==> src/hdl/ect_map.vh <==
// Notes on behaviour
// - pin source counts only the chosen edge: falling, rising or both
// - neighbour source counts neighbour channel overflow/underflow pulses
// - phase-shift clock of I/O group zero can be chosen as event source
// - each event decrements; on underflow reload and continue counting
// - any 16-bit setting n gives one underflow per n+1 events
// - counting starts when run bit is set to 1
// - counting stops while run bit is 0
// - every underflow raises the interrupt request
// - pin is a plain port or the event input
// - reading the count register returns the live counter
// - write loads reload and counter when stopped or before first event
// - write while running loads reload only; counter takes it at reload
// - mode field bits 1:0 equal to 01 selects event counter mode
// - polarity bits 3:2: 00 falling, 01 rising, 10 both, 11 unused
// - polarity only matters when event clock select is 0
// - channels 0,2-5: select 0 is pin, 1 is neighbour pulse
// - channel 1: select 0 uses source register choice, 1 neighbour
// - bit 4 stored on channels 0 and 3 only, written 0
// - bit 5 has no function, written 0, reads undefined; here it is stored as 0 and always reads 0
// - bit 6 accepts any value with no effect
`ifndef ECT_MAP_VH
`define ECT_MAP_VH
`define ECT_ADDR_MODE 12'h000
`define ECT_ADDR_COUNT 12'h004
`define ECT_ADDR_START 12'h008
`define ECT_ADDR_SRCSEL 12'h00C
`define ECT_MODE_EVENT 2'h1
`define ECT_POL_FALL 2'h0
`define ECT_POL_RISE 2'h1
`define ECT_POL_BOTH 2'h2
`define ECT_BIT_OPLO 0
`define ECT_BIT_OPHI 1
`define ECT_BIT_POLLO 2
`define ECT_BIT_POLHI 3
`define ECT_BIT_RES4 4
`define ECT_BIT_UNUSED5 5
`define ECT_BIT_UNUSED6 6
`define ECT_BIT_ECS 7
`define ECT_MODE_RESET 8'h00
`define ECT_COUNT_RESET 16'h0000
`endif

==> src/hdl/ect_event_counter_timer.v <==
`timescale 1ns/1ns
`include "ect_map.vh"
module ect_event_counter_timer #(
	parameter CHANNEL_INDEX = 1
) (
	// clock and reset
	input wire clk,
	input wire rst_n,
	// apb slave
	input wire psel,
	input wire penable,
	input wire pwrite,
	input wire [11:0] paddr,
	input wire [31:0] pwdata,
	output reg [31:0] prdata,
	output reg pready,
	output reg pslverr,
	// event sources
	input wire eventInputPin,
	input wire phaseShiftClk,
	input wire neighbourPulse,
	// event outputs
	output reg underflowIrq,
	output reg cascadeOut,
	output reg channelRunBit
);
	function edgeHit;
		input [1:0] pol;
		input rise;
		input fall;
		begin
			case (pol)
				`ECT_POL_FALL: edgeHit = fall;
				`ECT_POL_RISE: edgeHit = rise;
				`ECT_POL_BOTH: edgeHit = rise | fall;
				default: edgeHit = 1'b0;
			endcase
		end
	endfunction

	localparam HAS_RES4 = (CHANNEL_INDEX == 0) || (CHANNEL_INDEX == 3);
	localparam HAS_SRCSEL = (CHANNEL_INDEX == 1);

	// pin and phase clock both come from outside the clock domain
	wire [1:0] rawIn;
	wire [1:0] syncOut;
	reg [1:0] prevSync_reg;
	assign rawIn = {phaseShiftClk, eventInputPin};
	genvar g;
	generate
		for (g = 0; g < 2; g = g + 1) begin : gSync
			reg meta_reg;
			reg stable_reg;
			always @(posedge clk or negedge rst_n) begin
				if (!rst_n) begin
					meta_reg <= 1'b0;
					stable_reg <= 1'b0;
				end else begin
					meta_reg <= rawIn[g];
					stable_reg <= meta_reg;
				end
			end
			assign syncOut[g] = stable_reg;
		end
	endgenerate

	always @(posedge clk or negedge rst_n) begin
		if (!rst_n)
			prevSync_reg <= 2'h0;
		else
			prevSync_reg <= syncOut;
	end

	wire [1:0] riseHit = syncOut & ~prevSync_reg;
	wire [1:0] fallHit = ~syncOut & prevSync_reg;

	reg [7:0] mode_reg;
	reg srcSel_reg;
	reg [15:0] reload_reg;
	reg [15:0] count_reg;
	reg seenEvent_reg;

	wire [1:0] opMode = mode_reg[`ECT_BIT_OPHI:`ECT_BIT_OPLO];
	wire [1:0] polarity = mode_reg[`ECT_BIT_POLHI:`ECT_BIT_POLLO];
	wire eventClockSelect = mode_reg[`ECT_BIT_ECS];
	// phase clock only reachable on the channel with a source register
	wire usePhase = HAS_SRCSEL && srcSel_reg;
	wire pinEdge = edgeHit(polarity, riseHit[0], fallHit[0]);
	wire phaseEdge = edgeHit(polarity, riseHit[1], fallHit[1]);
	reg rawEvent;
	always @* begin
		if (eventClockSelect)
			rawEvent = neighbourPulse;
		else if (usePhase)
			rawEvent = phaseEdge;
		else
			rawEvent = pinEdge;
	end
	// bit 6 and bit 5 never reach this term
	wire counting = channelRunBit && (opMode == `ECT_MODE_EVENT);
	wire countEvent = counting && rawEvent;
	wire atZero = (count_reg == 16'h0000);

	// apb decode
	wire setupPhase = psel && !penable;
	wire accessDone = psel && penable && pready;
	wire wrDone = accessDone && pwrite;
	wire addrMode = (paddr == `ECT_ADDR_MODE);
	wire addrCount = (paddr == `ECT_ADDR_COUNT);
	wire addrStart = (paddr == `ECT_ADDR_START);
	wire addrSrc = (paddr == `ECT_ADDR_SRCSEL);
	wire addrHit = addrMode | addrCount | addrStart | addrSrc;
	wire countWrite = wrDone && addrCount;
	// loading the counter directly is only safe before events flow
	wire loadBoth = countWrite && (!channelRunBit || !seenEvent_reg);

	reg [7:0] modeRead;
	always @* begin
		modeRead = mode_reg;
		modeRead[`ECT_BIT_UNUSED5] = 1'b0;
		if (!HAS_RES4)
			modeRead[`ECT_BIT_RES4] = 1'b0;
	end

	reg [31:0] readMux;
	always @* begin
		readMux = 32'h0000_0000;
		if (addrMode)
			readMux = {24'h000000, modeRead};
		else if (addrCount)
			readMux = {16'h0000, count_reg};
		else if (addrStart)
			readMux = {31'h0000_0000, channelRunBit};
		else if (addrSrc)
			readMux = {31'h0000_0000, srcSel_reg};
	end

	// one wait-free answer: ready raised in the access cycle
	always @(posedge clk or negedge rst_n) begin
		if (!rst_n) begin
			pready <= 1'b0;
			pslverr <= 1'b0;
			prdata <= 32'h0000_0000;
		end else begin
			pready <= setupPhase;
			if (setupPhase) begin
				pslverr <= !addrHit;
				prdata <= pwrite ? 32'h0000_0000 : readMux;
			end else begin
				pslverr <= 1'b0;
				prdata <= 32'h0000_0000;
			end
		end
	end

	// control registers
	always @(posedge clk or negedge rst_n) begin
		if (!rst_n) begin
			mode_reg <= `ECT_MODE_RESET;
			srcSel_reg <= 1'b0;
			channelRunBit <= 1'b0;
		end else if (wrDone) begin
			if (addrMode) begin
				mode_reg <= pwdata[7:0];
				mode_reg[`ECT_BIT_UNUSED5] <= 1'b0;
				if (!HAS_RES4)
					mode_reg[`ECT_BIT_RES4] <= 1'b0;
			end
			if (addrStart)
				channelRunBit <= pwdata[0];
			if (addrSrc && HAS_SRCSEL)
				srcSel_reg <= pwdata[0];
		end
	end

	// counter core
	always @(posedge clk or negedge rst_n) begin
		if (!rst_n) begin
			reload_reg <= `ECT_COUNT_RESET;
			count_reg <= `ECT_COUNT_RESET;
			seenEvent_reg <= 1'b0;
			underflowIrq <= 1'b0;
			cascadeOut <= 1'b0;
		end else begin
			underflowIrq <= 1'b0;
			cascadeOut <= 1'b0;
			if (countWrite)
				reload_reg <= pwdata[15:0];
			if (!channelRunBit)
				seenEvent_reg <= 1'b0;
			else if (countEvent)
				seenEvent_reg <= 1'b1;
			if (loadBoth) begin
				count_reg <= pwdata[15:0];
			end else if (countEvent) begin
				if (atZero) begin
					count_reg <= reload_reg;
					underflowIrq <= 1'b1;
					cascadeOut <= 1'b1;
				end else begin
					count_reg <= count_reg - 16'h0001;
				end
			end
		end
	end
endmodule // ect_event_counter_timer

==> config.mk <==
export PLATFORM = sky130hd
export DESIGN_NAME = ect_event_counter_timer
export DESIGN_NICKNAME = d
export VERILOG_FILES = /design/src/hdl/ect_event_counter_timer.v
export VERILOG_INCLUDE_DIRS = /design/src /design/src/hdl
export SDC_FILE = /design/constraint.sdc
export NUM_CORES = 1
export LEC_CHECK = 0
export ABC_AREA = 1
export BUFFER_PORTS_ARGS = -buffer_cell sky130_fd_sc_hd__buf_2
export CAP_MARGIN = 25
export CORE_MARGIN = 1
export CORE_UTILIZATION = 40
export CTS_BUF_LIST = sky130_fd_sc_hd__clkbuf_8
export DETAILED_ROUTE_END_ITERATION = 10
export PLACE_DENSITY = 0.67
export SYNTH_ARGS = -nofsm -noshare
export SYNTH_HDL_FRONTEND = slang
export SYNTH_SLANG_ARGS = --single-unit
==> constraint.sdc <==
create_clock -name clk -period 4 [get_ports clk]
set_input_delay 0.8 -clock clk [delete_from_list [all_inputs] [get_ports clk]]
set_output_delay 0.8 -clock clk [all_outputs]
set_load 0.05 [all_outputs]
; ---- After elaboration in Yosys (flattened, before gate mapping)
; Index checks and enable logic that the tools add are counted.
[op_classes]
add_sub_neg = 1
n_eq_ne = 7
n_mux = 19
bitwise = 9
reduce_logical = 20
[ops]
columns = cell, n
row1 = 16-bit two-way mux, 5
row2 = 32-bit two-way mux, 2
row3 = "12-bit by 4-bit equality test with 1-bit output, second input constant", 2
row4 = 16-bit logical NOT, 1
row5 = "16-bit by 1-bit subtractor with 16-bit output, second input constant", 1
row6 = "12-bit by 3-bit equality test with 1-bit output, second input constant", 1
row7 = 12-bit logical NOT, 1
row8 = 1-bit two-way mux, 10
row9 = 1-bit logical AND, 8
row10 = 1-bit one-hot mux with 3 select lines, 2
row11 = 2-bit AND reduction, 3
row12 = 1-bit bitwise OR, 5
row13 = 2-bit bitwise AND, 2
row14 = "2-bit by 1-bit equality test with 1-bit output, second input constant", 2
row15 = 1-bit logical NOT, 4
row16 = 2-bit inverter, 2
row17 = "2-bit equality test, second input constant", 1
row18 = 2-bit logical NOT, 1
row19 = "2-bit by 1-bit inequality test with 1-bit output, second input constant", 1
row20 = 2-bit nonzero test, 1
row21 = 1-bit logical OR, 1
[word_totals]
regBits = 82
input_bits = 52
elab_cells = 71

; ---- Depth between registers and ports, before layout
; Gate-level depths: netlist of the first run.
[logic_depth]
ltp_word = 9
depth_mapped = 13

; ---- Worst setup path before layout of the first run
; Ideal clock, no wire load.
[synth_path]
path_type = input-to-reg
start = input paddr[11]
end = register count_reg[11]
arrival_time_ns = 1.734
t_required_ns = 3.876
setup_slack_ns = 2.142
stages = 9
path_cell_list = nor2_1 -> nand2_2 -> nor2_8 -> nand4_4 -> clkinv_2 -> nor2_4 -> buf_6 -> nand2_1 -> nand3_1
[synth_via]
elab_chain_cells = 4
[synth_lines]
columns = element, line
row1 = from (decl), ect_event_counter_timer.v:13  ; input wire [11:0] paddr,
row2 = 12-bit by 3-bit equality test with 1-bit output (no source line) *, --
row3 = 1-bit logical AND *, ect_event_counter_timer.v:113  ; wire countWrite = wrDone && addrCount;
row4 = 1-bit logical AND *, ect_event_counter_timer.v:115  ; wire loadBoth = countWrite && (!channelRunBit || !seenEvent_reg);
row5 = 16-bit two-way mux / 2-bit nonzero test (equally long branches), --
row6 = to (signal assigned), ect_event_counter_timer.v:194  ; count_reg <= pwdata[15:0];
row7 = to (signal assigned), ect_event_counter_timer.v:197  ; count_reg <= reload_reg;
row8 = to (signal assigned), ect_event_counter_timer.v:201  ; count_reg <= count_reg - 16'h0001;
row9 = to (decl), ect_event_counter_timer.v:80  ; reg [15:0] count_reg;
; Every way passes the cells marked *; elsewhere a longest branch is shown, timed or not.
; A chain may end at the register's enable or synchronous reset.

; ---- Worst setup path in the final report of the first run
[layout_path]
start = input paddr[1]
end = register mode_reg[7]
[layout_via]
elab_chain_cells = 2
[layout_lines]
columns = element, line
row1 = 12-bit logical NOT (no source line), --
row2 = 2-bit AND reduction (no source line), --
row3 = to (signal assigned), ect_event_counter_timer.v:159  ; mode_reg <= `ECT_MODE_RESET;
row4 = to (signal assigned), ect_event_counter_timer.v:164  ; mode_reg <= pwdata[7:0];
row5 = to (decl), ect_event_counter_timer.v:77  ; reg [7:0] mode_reg;
; Every way passes these cells.

==> reports/qor.csv, run 1 <==
stage,metric,value,unit
synth,yosys_warnings,0,
finish,post-route-cell-area,0.00420,mm2
worst_setup_path,critical_path_peak_fanout,16,
worst_setup_path,startpoint,paddr[1],
synth,synth_top_cell_by_area,dfrtp_1,
finish,synthToLayoutAreaGrowth,14.3,%
placement,dpl_cell_area,0.00397,mm2
grt,grtUsageTotal,18.2,%
grt,grt_pass1_wl,14000,um
worst_hold_path,hold_path.class,primary input to async pin,
routing,antenna_left,0,
power,seqPwrFrac,48.7,%
timing,slew_violations,0,
synth,synth_ff_type,dfrtp_1,
worst_setup_path,regToRegStartpoint,prevSync_reg[0],
clock_network,clockBufferDepth,2,
timing,min_period_over_period,54.1,%
finish,nFillCells,887,
finish,final_nets,593,
floorplanning,die_x,97.9,um
worst_setup_path,cp.required,4210,ps
synth,avgSynthCellArea,7.69,um2
timing,rsz0062_at_grt,false,
clock_network,cts_hold_buf,0,
outcome,status,"finished, violations left",
worst_setup_path,cp.arrival,2380,ps
grt,grt_pass1_vias,3062,
timing,finalSetupTns,0,ps
power,leakage,0.00239,uW
synth,synth-seq-cells,66,
grt,antenna_found_initial,0,
timing,max_slew.worst_pin.slew,710,ps
floorplanning,initial_core_util,41.8,%
synth,syn_area,0.00368,mm2
timing,final-hold-violation-count,0,
worst_setup_path,r2r_cells,11,
routing,num_vias,3165,
power,peakVddDrop,0.186,mV
synth,postSynth.asyncResetShare,100,%
finish,drive_gt1_share,18.5,%
synth,ys_top_cells_by_area,"dfrtp_1, nand2_1, nand3_1",
routing,routed_via_density,4.88,
power,internal_power,1060,uW
worst_setup_path,start_kind,primary input,
placement,numPortBuffers,56,
clock_network,cts.sinks,66,
routing,dr.pass1.iters,7,
synth,synth_edf_count,0,
floorplanning,core-area,0.00881,mm2
floorplanning,die_h,97.9,um
clock_network,cts_tree,done,
clock_network,cts_root_buf,clkbuf_8,
timing,fin_crit,2170,ps
power,p_clk_share,44.3,%
finish,fin_util,47.7,%
finish,antenna_cells,0,
worst_setup_path,endpoint,mode_reg[7],
routing,drt_iter0_drc,145,
clock_network,clock_latency,340,ps
flow_run,drv_cap,0,
clock_network,post-cts-setup-buffers,0,
timing,fmax,462,MHz
synth,postSynthCellCount,478,
clock_network,clkTransAtPathRegs,70,ps
routing,post_drt_wl_per_cell,12.4,um
floorplanning,rows,34,
floorplanning,die_area,0.00958,mm2
routing,drc,3,
floorplanning,pin_count,89,
placement,place_hpwl,5960,um
worst_setup_path,endpoint_kind,flip-flop,
clock_network,post_cts_resized,0,
worst_setup_path,path_class,primary input to flip-flop,
timing,whs,333,ps
clock_network,cts_inserted_buffers,9,
worst_setup_path,r2r_slack,2120,ps
clock_network,h-tree-depth,3,
grt,gr-total-overflow,0,
power,powerDensity,329,mW/mm2
timing,slew_headroom,52.5,%
placement,globalplace.congestion,0.933,
grt,grt_max_degree,46,
timing,finalSetupViolCount,0,
routing,wl,8010,um
outcome,violations,design-rule violations,
worst_setup_path,r2r_end,count_reg[0],
power,p_sw_share,23.6,%
synth,yosys.cell_types.count,30,
timing,skew,9.73,ps
power,p_switching,326,uW
synth,synth_top_area_share,44.9,%
power,pwr-share-comb,7.0,%
synth,synth_seq_area_share,44.9,%
[power by group through the flow]
| stage | registers, uW | clock network, uW | logic (uW) |
|---|---|---|---|
| 3_3_place_gp | 686 | 0 | 94.2 |
| 4_1_cts | 673 | 621 | 95.9 |
| 6_report | 673 | 613 | 96.8 |
| 3_5_place_dp | 686 | 0 | 95.9 |
| 2_1_floorplan | 690 | 0 | 63.9 |
| 5_1_grt | 673 | 658 | 107 |
[final cells by class]
class                      count  area [um2]  area share (%)
sequential                    66        1650            39.3
clock buffer                  10         138            3.27
clock inverter                 6        81.3            1.93
tap                          108         135            3.21
timing repair buffer          58         308            7.32
inverter                      56         211            5.03
multi-input combinational    344        1680            39.9
[layer usage]
layer / vias to the layer above / track usage, % / part of all wire (%)
li1: 1587 / - / -
met3: 11 / 3.29 / 4.8
met2: 76 / 29.5 / 46
met1: 1491 / 24.2 / 47
met4: 0 / 7.46 / 1.7
met5: - / 0 / 0
[cells in the mapped netlist (2+ instances only)]
| master | instances |
|---|---|
| nand4_4 | 2 |
| buf_4 | 18 |
| ha_1 | 6 |
| a21oi_1 | 4 |
| inv_1 | 51 |
| nand2_1 | 157 |
| nor2_2 | 2 |
| nor2_1 | 30 |
| nor3_2 | 2 |
| o21ai_0 | 12 |
| nor2_4 | 7 |
| nor3_1 | 14 |
| o21ai_1 | 6 |
| nand3_1 | 66 |
| buf_6 | 2 |
| buf_2 | 6 |
| inv_2 | 4 |
| nand2_2 | 5 |
| xor2_1 | 7 |
| nand4_1 | 2 |
| dfrtp_1 | 66 |
[worst min path at each step]
stage,from,to,slack [ps]
CTS,gSync[0].meta_reg,gSync[0].stable_reg,350
detailed placement,gSync[0].meta_reg,gSync[0].stable_reg,330
global placement,gSync[0].meta_reg,gSync[0].stable_reg,330
finish,rst_n,gSync[0].meta_reg,330
global route,rst_n,gSync[0].meta_reg,330
floorplan,gSync[0].meta_reg,gSync[0].stable_reg,330
[metrics by stage]
stage / instances / setup WS, ps / power (uW)
after floorplan: 493 / 2140 / 754
after global placement: 631 / 1560 / 780
after detailed placement: 631 / 1500 / 782
after CTS: 647 / 1860 / 1390
after global routing: 648 / 1650 / 1440
final: 648 / 1830 / 1380
[cells in the final DEF (no fill, tap or decap)]
cell type / instances
nor3_4: 1
a21oi_1: 4
buf_2: 56
bufinv_16: 2
mux2_2: 1
inv_2: 4
clkbuf_8: 10
buf_12: 1
nand3_1: 66
o21ai_0: 12
dfrtp_1: 66
clkinv_2: 3
nand3_2: 1
nand4_1: 2
inv_1: 52
xor2_1: 7
o211ai_1: 1
conb_1: 16
ha_1: 6
nor3_1: 14
clkinvlp_4: 1
nor3_2: 2
nand4_4: 2
o21ai_1: 6
nand2_1: 157
nor2_4: 7
buf_4: 1
nand3b_1: 1
nor2_2: 2
nor2_8: 1
nand2_2: 5
nor2_1: 30
[critical path, stage by stage]
cell and delay (ps):
buf_2 110, nor2_4 150, nand3_2 160, nor3_4 520
nand2_1 410, nand2_1 150, o21ai_1 70
[kinds of logic after synthesis]
kind of cell,count (synthesis),share of synthesized area [%]
and+or+nand+nor,291,36.8
buffers and inverters,83,11.0
DFF,66,44.9
AOI/OAI and AO/OA,23,3.20
xor gates and xnor gates,7,1.67
adders and majority gates,6,2.04
other,1,0.102
muxes,1,0.306
(Power assumes the default switching activity.)
==> inputs of run 2 (changes only) <==
Clock period 4 ns to 2 ns, I/O delays scaled along.
==> run 2 against run 1 <==
The flow still finishes with violations (design-rule violations). Count of clock-buffer cells in the layout is 1 lower. Via count is 1.0% lower. Sequential power grew 100%. Register-to-register slack worse by 1900 ps. Cell area up 1.5%. Critical endpoint is now count_reg[6]. Highest routed layer unchanged.
==> reports/qor.csv, run 2 (synthesis results as in run 1) <==
stage,metric,value,unit
outcome,status,"finished, violations left",
outcome,violations,design-rule violations,
worst_setup_path,cp.required,2270,ps
timing,skew,7.86,ps
grt,antenna_found_initial,0,
worst_setup_path,endpoint_kind,flip-flop,
floorplanning,rows,34,
finish,final_nets,603,
grt,grt_max_degree,67,
clock_network,cts_root_buf,clkbuf_8,
flow_run,drv_cap,0,
timing,min_period_over_period,86.9,%
grt,grt_pass1_wl,14100,um
routing,wl,8200,um
worst_hold_path,hold_path.class,primary input to async pin,
timing,rsz0062_at_grt,false,
finish,drive_gt1_share,19.5,%
timing,final-hold-violation-count,0,
finish,final_cell_mix,"nand2_1, nand3_1, dfrtp_1",
worst_setup_path,cp_slowest_cell,dfrtp_1,
grt,grt_pass1_vias,3090,
routing,routed_via_density,4.77,
floorplanning,die_area,0.00958,mm2
clock_network,clockBufferDepth,2,
clock_network,cts_tree,done,
floorplanning,die_x,97.9,um
clock_network,clkTransAtPathRegs,70,ps
timing,slew_violations,0,
floorplanning,pin_count,89,
timing,finalSetupTns,0,ps
timing,fmax,575,MHz
finish,post-route-cell-area,0.00427,mm2
finish,fin_util,48.4,%
routing,post_drt_wl_per_cell,12.5,um
finish,multi_input_area,0.00168,mm2
worst_setup_path,critical_path_peak_fanout,12,
placement,dpl_cell_area,0.00406,mm2
clock_network,cts_inserted_buffers,9,
finish,regArea,0.00165,mm2
routing,drc,3,
floorplanning,die_h,97.9,um
power,leakage,0.00245,uW
worst_setup_path,cp.arrival,2010,ps
worst_setup_path,max_stage_delay,420,ps
finish,antenna_cells,0,
finish,synthToLayoutAreaGrowth,16.0,%
floorplanning,core-area,0.00881,mm2
finish,nFillCells,861,
grt,gr-total-overflow,0,
routing,antenna_left,0,
power,peakVddDrop,0.344,mV
worst_setup_path,crit_chain,inv_1 > ha_1 > nand2_1 > nor2_4 > nand2_4 > inv_2 > nand2_1 > nand2_1 > nand2_1 > nand3_1,
placement,numPortBuffers,56,
power,totalPowerFinal,2700,uW
finish,final_common_cell,nand2_1,
routing,num_vias,3133,
grt,grtUsageTotal,18.5,%
routing,drt_iter0_drc,184,
worst_setup_path,path_class,flip-flop to flip-flop,
power,powerDensity,632,mW/mm2
worst_setup_path,critPathBufInv,2,
placement,globalplace.congestion,0.913,
timing,finalSetupViolCount,0,
floorplanning,initial_core_util,41.8,%
clock_network,cts.sinks,66,
routing,dr.pass1.iters,10,
clock_network,h-tree-depth,3,
timing,fin_crit,1740,ps
worst_setup_path,crit_path_frequent_cell,nand2_1,
placement,place_hpwl,6100,um
clock_network,clock_latency,340,ps
worst_setup_path,crit_family,simple AND/OR/NAND/NOR gates,
worst_setup_path,start_kind,flip-flop,
==> run 2: cell types whose count changed in the layout (fill, tap and decap cells not counted) <==
| cell | change |
|---|---|
| clkbuf_8 | -1 |
| inv_1 | +2 |
| clkinv_2 | -1 |
| clkinvlp_4 | -1 |
| nand2_4 | +1 |
| nand2_2 | -1 |
| buf_4 | +10 |
==> run 2: timing repair <==
| action | in CTS | in global routing |
|---|---|---|
| endpoints found under the setup margin | 0 | 3 |
| gates resized for setup | 0 | 1 |
| hold buffers | 0 | 0 |
| buffers inserted | 0 | 0 |
==> run 2: final timing paths <==
| kind | end | startpoint | slack [ps] | depth (start not counted) |
|---|---|---|---|---|
| max in group asynchronous | prdata[15] | rst_n | 1650 | 2 |
| setup reg to reg | count_reg[6] | count_reg[0] | 260 | 10 |
| setup / recovery | count_reg[6] | count_reg[0] | 260 | 10 |
| hold reg to reg | gSync[0].stable_reg | gSync[0].meta_reg | 350 | 0 |
| hold / removal | gSync[0].meta_reg | rst_n | 70 | 2 |
| min in group clk | gSync[0].meta_reg | eventInputPin | 170 | 1 |
==> run 2: worst register-to-register path: stages (launching register included) <==
cell	delay, ps
dfrtp_1	420
inv_1	160
ha_1	210
nand2_1	100
nor2_4	220
nand2_4	140
inv_2	160
nand2_1	70
nand2_1	70
nand2_1	60
nand3_1	60
==> run 2: through the flow <==
| stage | hold slack [ps] | instances | worst slack (ps) |
|---|---|---|---|
| finish | 66.5 | 657 | 261 |
| global route | 89.7 | 657 | 40.6 |
| CTS | 74.2 | 657 | 182 |
| detailed placement | 335 | 642 | 232 |
| global placement | 333 | 642 | 253 |
| floorplan | 104 | 493 | 391 |
==> run 2: per-layer routing <==
metal	wire length (um)	vias up	GRT usage, %	part of all wire (%)
met1	3710	1425	23.4	45
met2	3880	96	30.7	47
met3	483	10	4.37	5.9
met5	0	-	0	0
met4	123	0	6.76	1.5
li1	-	1602	-	-
==> run 2: where the power goes <==
part	leakage (uW)	switching [uW]	internal (uW)
clock	0.000113	476	679
sequential	0.000886	3.86	1340
combinational	0.00145	150	44.5
total	0.00245	629	2070
==> run 2: area by class of cell <==
| cell class | count | share of cell area [%] |
|---|---|---|
| sequential | 66 | 38.7 |
| timing repair buffer | 68 | 8.98 |
| clock buffer | 9 | 2.90 |
| inverter | 56 | 4.96 |
| multi-input combinational | 344 | 39.5 |
| tap | 108 | 3.17 |
| clock inverter | 6 | 1.79 |
